--- config.mk ---
export PLATFORM = sky130hd
export DESIGN_NAME = mms_rx
export DESIGN_NICKNAME = d
export VERILOG_FILES = /design/src/pkg/mms_pkg.sv /design/src/logic/mms_rx.sv
export VERILOG_INCLUDE_DIRS = /design/src /design/src/pkg
export SDC_FILE = /design/constraint.sdc
export NUM_CORES = 2
export LEC_CHECK = 0
export BUFFER_PORTS_ARGS = -buffer_cell sky130_fd_sc_hd__buf_2
export CAP_MARGIN = 15
export CORE_MARGIN = 4
export CORE_UTILIZATION = 30
export CTS_BUF_LIST = sky130_fd_sc_hd__clkbuf_8 sky130_fd_sc_hd__clkbuf_16
export DETAILED_ROUTE_END_ITERATION = 16
export GPL_ROUTABILITY_DRIVEN = 0
export HOLD_SLACK_MARGIN = 0.03
export PLACE_DENSITY = 0.45
export RECOVER_POWER = 50
export SLEW_MARGIN = 30
export SYNTH_ARGS = -nofsm -noshare
export SYNTH_HDL_FRONTEND = slang
export SYNTH_SLANG_ARGS = --single-unit
--- constraint.sdc ---
create_clock -name aclk -period 37 [get_ports aclk]
set_input_delay 5.55 -clock aclk [delete_from_list [all_inputs] [get_ports aclk]]
set_output_delay 5.55 -clock aclk [all_outputs]
set_load 0.01 [all_outputs]
--- src/pkg/mms_map.svh ---
// Offsets, field positions, reset values and frame sizes of the sublayer parser.
`ifndef MMS_MAP_SVH
`define MMS_MAP_SVH
`define MMS_REG_CTRL      8'h00
`define MMS_REG_STATUS    8'h04
`define MMS_REG_SESS_LOSS 8'h08
`define MMS_REG_HDR_ERR   8'h0c
`define MMS_REG_NULL_INS  8'h10
`define MMS_REG_PROBE     8'h14
`define MMS_REG_IGNORED   8'h18
`define MMS_CTRL_MODE     0
`define MMS_CTRL_NULL     1
`define MMS_CTRL_RESET    2'h3
`define MMS_HDR_LEN       5'h18
`define MMS_TS_LEN        8'hbc
`define MMS_MAX_PKTS      4'ha
`define MMS_H_SESSION     2'h0
`define MMS_H_PROBE       2'h1
`define MMS_NULL_SYNC     8'h47
`define MMS_NULL_PID_HI   8'h1f
`define MMS_NULL_PID_LO   8'hff
`define MMS_NULL_FLAGS    8'h10
`define MMS_NULL_FILL     8'hff
`define MMS_RESP_OKAY     2'h0
`define MMS_RESP_SLVERR   2'h2
`endif

--- src/pkg/mms_pkg.sv ---
// Types shared by the sublayer parser and its users.
`default_nettype none
package mms_pkg;
	typedef struct packed {
		logic [7:0] channel_tag;
		logic       first;
		logic [7:0] data;
	} mms_beat_t;
	typedef enum logic [2:0] {
		ST_HDR  = 3'h0,
		ST_ENT  = 3'h1,
		ST_NUL  = 3'h3,
		ST_PAY  = 3'h2,
		ST_DROP = 3'h6
	} mms_state_t;
endpackage
`default_nettype wire

--- src/logic/mms_rx.sv ---
// Receive parser for the multi-channel transport sublayer header and payload.
// Operation
// - Extended-header 00 session, 01 probe, others undefined.
// - Multichannel parsing chosen by configuration, not bits.
// - Session sequence used only when flag set.
// - Reserved bits sent zero, ignored on receive.
// - Three-bit flow selector extracted from header.
// - Packet count 1..10 legal, others reserved.
// - Only first count array entries are valid.
// - Entries beyond count are zero and ignored.
// - Session sequence increments; receiver detects frame loss.
// - Header is 4 bytes plus fixed 20-byte array.
// - Entry tag selects the destination channel.
// - Per-channel 4-bit sequence tracked per packet.
// - Null packets replace missing channel packets.
// - Up to ten packets of mixed channels.
// - Payload is back-to-back 188-byte transport packets.
// - Null packets are 188 bytes, identifier 0x1fff.
// - Nonconforming sublayer headers are ignored.
`timescale 1ns/1ps
`include "mms_map.svh"
`default_nettype none
module mms_rx (
	input  wire logic              aclk,
	input  wire logic              aresetn,
	input  wire logic              s_axil_awvalid,
	output logic                   s_axil_awready,
	input  wire logic [7:0]        s_axil_awaddr,
	input  wire logic              s_axil_wvalid,
	output logic                   s_axil_wready,
	input  wire logic [31:0]       s_axil_wdata,
	input  wire logic [3:0]        s_axil_wstrb,
	output logic                   s_axil_bvalid,
	input  wire logic              s_axil_bready,
	output logic [1:0]             s_axil_bresp,
	input  wire logic              s_axil_arvalid,
	output logic                   s_axil_arready,
	input  wire logic [7:0]        s_axil_araddr,
	output logic                   s_axil_rvalid,
	input  wire logic              s_axil_rready,
	output logic [31:0]            s_axil_rdata,
	output logic [1:0]             s_axil_rresp,
	input  wire logic              in_valid,
	output logic                   in_ready,
	input  wire logic [7:0]        in_data,
	input  wire logic              in_last,
	output logic                   out_valid,
	input  wire logic              out_ready,
	output mms_pkg::mms_beat_t     out_beat
);
	import mms_pkg::*;

	////////////////////////////////////////////////////////////////////////////
	logic [1:0]  ctrl;
	logic [31:0] sess_loss;
	logic [31:0] hdr_err;
	logic [31:0] null_ins;
	logic [31:0] probe_cnt;
	logic [31:0] ignored;
	logic [5:0]  status;
	mms_state_t  state;
	logic [7:0]  hdr [0:23];
	logic [4:0]  hcnt;
	logic [3:0]  idx;
	logic [3:0]  count;
	logic [7:0]  bcnt;
	logic [3:0]  nulls;
	logic [7:0]  cur_tag;
	logic [3:0]  exp_seq [0:255];
	logic [255:0] seen;
	logic [15:0] sess_exp;
	logic        sess_seen;

	wire take_in   = in_valid && in_ready;
	wire out_free  = !out_valid || out_ready;
	wire hdr_done  = take_in && state == ST_HDR && hcnt == `MMS_HDR_LEN - 5'h1;
	// Field layout of the first header word.
	wire        f_seqv  = hdr[0][6];
	wire [1:0]  f_hbits = hdr[0][5:4];
	wire [2:0]  f_flow  = hdr[0][2:0];
	wire [3:0]  f_count = hdr[1][3:0];
	wire [15:0] f_seq   = {hdr[2], hdr[3]};
	// Connectivity flag and reserved bits are never looked at.
	wire is_probe   = f_hbits == `MMS_H_PROBE;
	wire is_undef   = f_hbits[1];
	wire mode_off   = f_hbits == `MMS_H_SESSION && !ctrl[`MMS_CTRL_MODE];
	wire cnt_bad    = f_count == 4'h0 || f_count > `MMS_MAX_PKTS;
	wire hdr_ok     = !is_probe && !is_undef && !mode_off && !cnt_bad && !in_last;
	wire sess_slip  = f_seqv && sess_seen && f_seq != sess_exp;
	// Entry idx sits at array bytes 4+2*idx; the valid entries are only those below count.
	wire [4:0]  ent_off = 5'h4 + {idx, 1'b0};
	wire [7:0]  ent_tag = hdr[ent_off];
	wire [3:0]  ent_seq = hdr[ent_off + 5'h1][7:4];
	wire [3:0]  ent_gap = seen[ent_tag] ? ent_seq - exp_seq[ent_tag] : 4'h0;
	wire        ent_end = idx == count;
	wire        want_nul = ent_gap != 4'h0 && ctrl[`MMS_CTRL_NULL];
	wire        pay_last = bcnt == `MMS_TS_LEN - 8'h1;
	wire [7:0]  null_byte = bcnt == 8'h0 ? `MMS_NULL_SYNC :
		bcnt == 8'h1 ? `MMS_NULL_PID_HI : bcnt == 8'h2 ? `MMS_NULL_PID_LO :
		bcnt == 8'h3 ? `MMS_NULL_FLAGS : `MMS_NULL_FILL;
	wire emit_nul  = state == ST_NUL && out_free;
	wire emit_pay  = state == ST_PAY && take_in;
	wire pay_ok    = in_last && pay_last && idx + 4'h1 == count;
	wire len_err   = (emit_pay && in_last && !pay_ok) || (state == ST_ENT && ent_end);
	wire ent_start = state == ST_ENT && !ent_end;

	assign in_ready = state == ST_HDR || state == ST_DROP || (state == ST_PAY && out_free);
	assign status   = {f_flow, f_hbits, f_seqv};

	////////////////////////////////////////////////////////////////////////////
	// Frame parser.
	mms_state_t next_state;
	always_comb begin
		next_state = state;
		unique case (state)
			ST_HDR: begin
				if (hdr_done) begin
					next_state = hdr_ok ? ST_ENT : (in_last ? ST_HDR : ST_DROP);
				end
			end
			ST_ENT: begin
				if (ent_end) begin
					next_state = ST_DROP;
				end else begin
					next_state = want_nul ? ST_NUL : ST_PAY;
				end
			end
			ST_NUL: begin
				if (emit_nul && pay_last && nulls == 4'h1) begin
					next_state = ST_PAY;
				end
			end
			ST_PAY: begin
				if (emit_pay && in_last) begin
					next_state = ST_HDR;
				end else if (emit_pay && pay_last) begin
					next_state = ST_ENT;
				end
			end
			ST_DROP: begin
				if (take_in && in_last) begin
					next_state = ST_HDR;
				end
			end
			default: next_state = ST_HDR;
		endcase
	end

	always_ff @(posedge aclk) begin
		if (!aresetn) begin
			state <= ST_HDR;
			hcnt  <= 5'h0;
			idx   <= 4'h0;
			count <= 4'h0;
			bcnt  <= 8'h0;
			nulls <= 4'h0;
			cur_tag <= 8'h0;
		end else begin
			state <= next_state;
			if (state == ST_HDR && take_in) begin
				hcnt <= (in_last || hdr_done) ? 5'h0 : hcnt + 5'h1;
			end
			if (hdr_done) begin
				idx   <= 4'h0;
				count <= f_count;
			end
			if (ent_start) begin
				cur_tag <= ent_tag;
				nulls   <= want_nul ? ent_gap : 4'h0;
				bcnt    <= 8'h0;
			end
			if (emit_nul) begin
				bcnt <= pay_last ? 8'h0 : bcnt + 8'h1;
				if (pay_last) begin
					nulls <= nulls - 4'h1;
				end
			end
			if (emit_pay) begin
				bcnt <= pay_last ? 8'h0 : bcnt + 8'h1;
				if (pay_last) begin
					idx <= idx + 4'h1;
				end
			end
		end
	end

	always_ff @(posedge aclk) begin
		if (state == ST_HDR && take_in) begin
			hdr[hcnt] <= in_data;
		end
	end

	// Channel memory is reset through the seen bits only, which keeps the array itself plain.
	always_ff @(posedge aclk) begin
		if (!aresetn) begin
			seen <= 256'h0;
		end else if (ent_start) begin
			seen[ent_tag] <= 1'b1;
		end
	end

	always_ff @(posedge aclk) begin
		if (ent_start) begin
			exp_seq[ent_tag] <= ent_seq + 4'h1;
		end
	end

	////////////////////////////////////////////////////////////////////////////
	// Output stage: one registered beat, refilled whenever the sink has taken it.
	always_ff @(posedge aclk) begin
		if (!aresetn) begin
			out_valid <= 1'b0;
			out_beat  <= '0;
		end else if (emit_nul) begin
			out_valid <= 1'b1;
			out_beat  <= '{channel_tag: cur_tag, first: bcnt == 8'h0, data: null_byte};
		end else if (emit_pay) begin
			out_valid <= 1'b1;
			out_beat  <= '{channel_tag: cur_tag, first: bcnt == 8'h0, data: in_data};
		end else if (out_ready) begin
			out_valid <= 1'b0;
		end
	end

	////////////////////////////////////////////////////////////////////////////
	// Session tracking and event counters.
	always_ff @(posedge aclk) begin
		if (!aresetn) begin
			sess_exp  <= 16'h0;
			sess_seen <= 1'b0;
			sess_loss <= 32'h0;
			hdr_err   <= 32'h0;
			null_ins  <= 32'h0;
			probe_cnt <= 32'h0;
			ignored   <= 32'h0;
		end else begin
			if (hdr_done && hdr_ok && f_seqv) begin
				sess_exp  <= f_seq + 16'h1;
				sess_seen <= 1'b1;
			end
			if (hdr_done && hdr_ok && sess_slip) begin
				sess_loss <= sess_loss + 32'h1;
			end
			if ((hdr_done && !is_probe && !is_undef && !mode_off && (cnt_bad || in_last))
				|| len_err) begin
				hdr_err <= hdr_err + 32'h1;
			end
			if (emit_nul && pay_last) begin
				null_ins <= null_ins + 32'h1;
			end
			if (hdr_done && is_probe) begin
				probe_cnt <= probe_cnt + 32'h1;
			end
			if (hdr_done && (is_undef || mode_off)) begin
				ignored <= ignored + 32'h1;
			end
		end
	end

	////////////////////////////////////////////////////////////////////////////
	// Register slave: write address and data are taken together in one cycle.
	wire wr_take = s_axil_awvalid && s_axil_wvalid && !s_axil_bvalid;
	wire rd_take = s_axil_arvalid && !s_axil_rvalid;
	wire wr_ctrl = s_axil_awaddr == `MMS_REG_CTRL;
	wire [2:0] rd_sel = s_axil_araddr[4:2];
	wire rd_hit = s_axil_araddr[1:0] == 2'h0 && s_axil_araddr <= `MMS_REG_IGNORED;
	wire [31:0] rd_word = rd_sel == 3'h0 ? {30'h0, ctrl} :
		rd_sel == 3'h1 ? {26'h0, status} : rd_sel == 3'h2 ? sess_loss :
		rd_sel == 3'h3 ? hdr_err : rd_sel == 3'h4 ? null_ins :
		rd_sel == 3'h5 ? probe_cnt : ignored;

	assign s_axil_awready = wr_take;
	assign s_axil_wready  = wr_take;
	assign s_axil_arready = rd_take;

	always_ff @(posedge aclk) begin
		if (!aresetn) begin
			ctrl          <= `MMS_CTRL_RESET;
			s_axil_bvalid <= 1'b0;
			s_axil_bresp  <= `MMS_RESP_OKAY;
			s_axil_rvalid <= 1'b0;
			s_axil_rdata  <= 32'h0;
			s_axil_rresp  <= `MMS_RESP_OKAY;
		end else begin
			if (wr_take) begin
				s_axil_bvalid <= 1'b1;
				s_axil_bresp  <= wr_ctrl ? `MMS_RESP_OKAY : `MMS_RESP_SLVERR;
				if (wr_ctrl && s_axil_wstrb[0]) begin
					ctrl <= s_axil_wdata[1:0];
				end
			end else if (s_axil_bready) begin
				s_axil_bvalid <= 1'b0;
			end
			if (rd_take) begin
				s_axil_rvalid <= 1'b1;
				s_axil_rdata  <= rd_hit ? rd_word : 32'h0;
				s_axil_rresp  <= rd_hit ? `MMS_RESP_OKAY : `MMS_RESP_SLVERR;
			end else if (s_axil_rready) begin
				s_axil_rvalid <= 1'b0;
			end
		end
	end

	////////////////////////////////////////////////////////////////////////////
	// Checks.
	hdr_probe_a: assert property (@(posedge aclk) disable iff (!aresetn)
		hdr_done && is_probe |=> probe_cnt == $past(probe_cnt) + 32'h1 && state != ST_ENT)
		else $error("probe header not counted or parsed");
	mode_off_a: assert property (@(posedge aclk) disable iff (!aresetn)
		hdr_done && mode_off |=> state != ST_ENT)
		else $error("session header parsed while multichannel mode off");
	sess_loss_a: assert property (@(posedge aclk) disable iff (!aresetn)
		hdr_done && !f_seqv |=> sess_loss == $past(sess_loss))
		else $error("session loss counted with sequence flag clear");
	cnt_bad_a: assert property (@(posedge aclk) disable iff (!aresetn)
		hdr_done && cnt_bad && !is_probe && !is_undef && !mode_off
		|=> hdr_err == $past(hdr_err) + 32'h1 && state != ST_ENT)
		else $error("reserved packet count not flagged");
	null_pid_a: assert property (@(posedge aclk) disable iff (!aresetn)
		emit_nul && bcnt == 8'h1 |=> out_beat.data == `MMS_NULL_PID_HI ##1
		(!out_valid || out_beat.data == `MMS_NULL_PID_LO || $stable(out_beat)))
		else $error("null packet identifier wrong");
	seq_track_a: assert property (@(posedge aclk) disable iff (!aresetn)
		ent_start |=> seen[$past(ent_tag)] && exp_seq[$past(ent_tag)] == $past(ent_seq) + 4'h1)
		else $error("channel expectation not updated");
	null_gap_a: assert property (@(posedge aclk) disable iff (!aresetn)
		ent_start && !want_nul |=> state == ST_PAY)
		else $error("nulls inserted without a gap");
	out_hold_a: assert property (@(posedge aclk) disable iff (!aresetn)
		out_valid && !out_ready |=> out_valid && $stable(out_beat))
		else $error("output beat changed under back-pressure");
	len_err_a: assert property (@(posedge aclk) disable iff (!aresetn)
		state == ST_ENT && ent_end |=> state == ST_DROP && hdr_err == $past(hdr_err) + 32'h1)
		else $error("surplus payload not flagged");
endmodule // mms_rx
`default_nettype wire

==> flow_summary.yaml <==
critical_path:
  path_buf_inv: 5
  arrival_ps: 21120
  critPathKind: "reg2reg"
  cp_slowest_cell: "clkbuf_1"
  cp-start-kind: "flop"
  crit_top_cell: "clkbuf_1"
  cp_max_fo: 122
  path_cells: "clkbuf_1 -> mux2i_1 -> mux4_2 -> o21ai_0 -> clkbuf_1 -> clkbuf_1 -> buf_4 -> nand2_1 -> and3_1 -> a311oi_1 -> a311oi_1 -> a31oi_1 -> o22ai_1 -> nor4_2 -> o2111ai_1 -> ha_1 -> a21o_1 -> a21oi_1 -> xnor2_1 -> inv_1 -> nand4_1 -> mux2i_1 -> o21ai_1"
  cp_top_family: "buffers and inverters"
  crit_path_end_kind: "flop"
  slowest_delay_ps: 4740
  cp.required_ps: 37680
clocking:
  cts_hold_buf: 0
  clk_latency_ps: 830
  numCtsBuffers: 189
  cts_resized: 0
  cts_sinks: 1701
  post-cts-setup-buffers: 0
  clkTransAtPathRegs_ps: 60
  cts_tree: "yes"
  cts-root-buf: "clkbuf_16"
  cts_max_level: 4
  cts_max_path_buffers: 3
synth:
  synthArstFlopShare: 0
  ys_top_cells_by_area: "edfxtp_1 49%, dfxtp_1 15%, nand2_1 6.4%, nand3_1 3.5%, o21a_1 2.7%"
  synth_top_area_share: 0.494
  ys_ff_latch: 1701
  synth_mux_area_frac: 0.0365
  synthSimpleGateAreaFrac: 0.164
  synth_xor_area_frac: 0.0218
  syn_avg_cell_area_um2: 11.6
  syn_inst: 6178
  ys_seq_area_frac: 0.641
  syn_area_um2: 71400
  synth_top_family_by_area: "simple AND/OR/NAND/NOR gates"
  yosysWarnings: 0
  synthFlopType: "edfxtp_1"
  yosysTopAreaCell: "edfxtp_1"
  yosysUniqueCellTypes: 81
  synthAdderAreaFrac: 0.00413
  synth_compound_area_frac: 0.0992
  synth_edf_count: 1176
floorplan:
  io_pins: 130
  core_um2: 236000
  die_h_um: 496
  start_util: 0.303
  dieWidth_um: 496
  die_area_um2: 246000
  fp-row-count: 178
timing:
  fin_tns_setup_ps: 0
  finClkSkew_ps: 37.9
  tightest_slew_ps: 7200
  finalCriticalPeriod_ps: 20440
  timing.fmax_mhz: 48.9
  setup_violations: 0
  grt_setup_unrepaired: "false"
  period_share: 0.552
  finalMaxSlewViolations: 1786
  finalHoldViolCount: 0
  slew_headroom: -3.80
global_route:
  grt_pass1_vias: 46200
  track_usage: 0.172
  antenna_found_initial: 7
  grt_max_degree: 202
  grt_overflow: 0
  grt_pass1_wl_mm: 317
min_path:
  hold_path.class: "reg2reg"
layout:
  layout.nets: 6247
  instances_no_fill: 9468
  syn2layout_area_growth_pct: 13.2
  drive_gt1_frac: 0.0828
  utilization: 0.343
route:
  route.met2.wl_mm: 101
  firstDrtPassIters: 5
  viasPerCell: 5.07
  met3_length_mm: 10.2
  ant_nets: 0
  wire_per_inst_um: 23.0
  drtIter0Drc: 3604
  drcViolationCount: 0
  routed.top_layer: "met4"
  drt-met1-wl_mm: 100
  routed_wl_mm: 218
  via_count: 48000
pwr:
  p_leak_nw: 27.9
  irDropWorstVdd_mv: 0.0446
  p_per_area_nw_per_um2: 48.6
  p_total_mw: 3.93
outcome:
  violations: "capacitance limit, slew limit"
  outcome: "complete, but fails checks"
placed_design:
  post-place-cells: 9111
  portBuffers: 94
  dp.final_hpwl_mm: 129
job:
  drv_cap: 23
worst min-delay path: cells and delay by family (launching register included):
| kind | cells | cell delay [ps] |
|---|---|---|
| flip-flops | 1 | 310 |
| AO/OA/AOI/OAI | 1 | 60 |
| AND/OR/NAND/NOR | 1 | 50 |
layout by cell type, fill, tap and decap left out, types with 71 or more instances in the layout:
cell type	count
nor2_1	445
nand3_1	497
a21oi_1	154
dfxtp_1	524
clkbuf_16	196
edfxtp_1	1176
buf_4	84
a311oi_1	111
and3_1	98
inv_1	96
o21a_1	261
and2_1	138
mux2i_1	177
xnor2_1	135
buf_2	84
nand2_1	1209
a211oi_1	71
where the power goes:
part / total [mW] / leakage [nW] / internal [mW] / switching [mW]
registers: 2.02 / 14.8 / 2.01 / 0.00187
clock network: 1.88 / 3.34 / 1.09 / 0.784
logic: 0.0374 / 9.79 / 0.0100 / 0.0273
state kept, by name (all words and copies together), names as in the netlist, 2 cells and up:
name / count
exp_seq: 1024
seen: 256
hdr: 152
hdr_err: 32
ignored: 32
null_ins: 32
probe_cnt: 32
s_axil_rdata: 32
sess_loss: 32
out_beat: 17
sess_exp: 16
bcnt: 8
cur_tag: 8
hcnt: 5
count: 4
idx: 4
nulls: 4
state: 3
ctrl: 2
through the flow:
stage / setup WS (ps) / instance area (um^2) / hold slack (ps)
floorplan: 18310 / 71400 / 432
global placement: 25040 / 74800 / 441
detailed placement: 25020 / 74800 / 448
CTS: 25020 / 81100 / 453
global route: 15020 / 80900 / 473
finish: 16560 / 80900 / 455
cells in the mapped netlist, types with 9 or more instances:
master,instances
or3_1,34
clkbuf_1,172
o21a_1,261
nor4_1,15
a21boi_0,49
o21ai_0,64
mux2i_1,177
mux4_2,26
nand3_1,498
o211ai_1,24
and2_1,138
buf_2,143
dfxtp_1,525
nand4_1,67
mux2_2,9
inv_1,26
and4_1,15
nor2b_1,53
buf_6,22
buf_1,21
xor2_1,39
nor3_1,18
nand2_1,1210
a311oi_1,112
a211oi_1,71
a22o_1,15
a221oi_1,23
edfxtp_1,1176
a21oi_1,154
a31oi_1,51
a22oi_1,24
xnor2_1,137
o22ai_1,27
buf_4,59
and3_1,98
o211a_1,28
nor2_1,453
a32oi_1,17
ha_1,22
final timing paths:
| kind | endpoint | slack [ps] | startpoint | cells after the start |
|---|---|---|---|---|
| setup / recovery | state[0]$_SDFFE_PN0P_ | 16560 | idx[0]$_SDFF_PN0_ | 23 |
| hold / removal | out_beat[10]$_SDFFE_PN0P_ | 460 | cur_tag[1]$_SDFFE_PN0P_ | 2 |
| setup reg to reg | state[0]$_SDFFE_PN0P_ | 16560 | idx[0]$_SDFF_PN0_ | 23 |
| hold reg to reg | out_beat[10]$_SDFFE_PN0P_ | 460 | cur_tag[1]$_SDFFE_PN0P_ | 2 |
final cells by class:
cell class / count / area [um^2]
Inverter: 26 / 97.6
Tap cell: 3150 / 3940
Timing Repair Buffer: 206 / 1300
Antenna cell: 1 / 2.50
Fill cell: 23700 / 155000
Clock inverter: 125 / 897
Sequential cell: 1701 / 45800
Multi-Input combinational cell: 4030 / 23400
Clock buffer: 229 / 5360
per-layer routing:
layer	GRT usage	up-vias
li1	-	22400
met4	0.0475	0
met2	0.277	1079
met5	0	-
met1	0.241	24300
met3	0.0259	280
cell families after synthesis:
kind of cell / after synthesis
simple gates: 2632
flops: 1701
compound gates: 978
buf+inv: 448
mux: 218
xor+xnor: 177
fa+ha+maj: 23
other cells: 1
(Power assumes the default switching activity.)
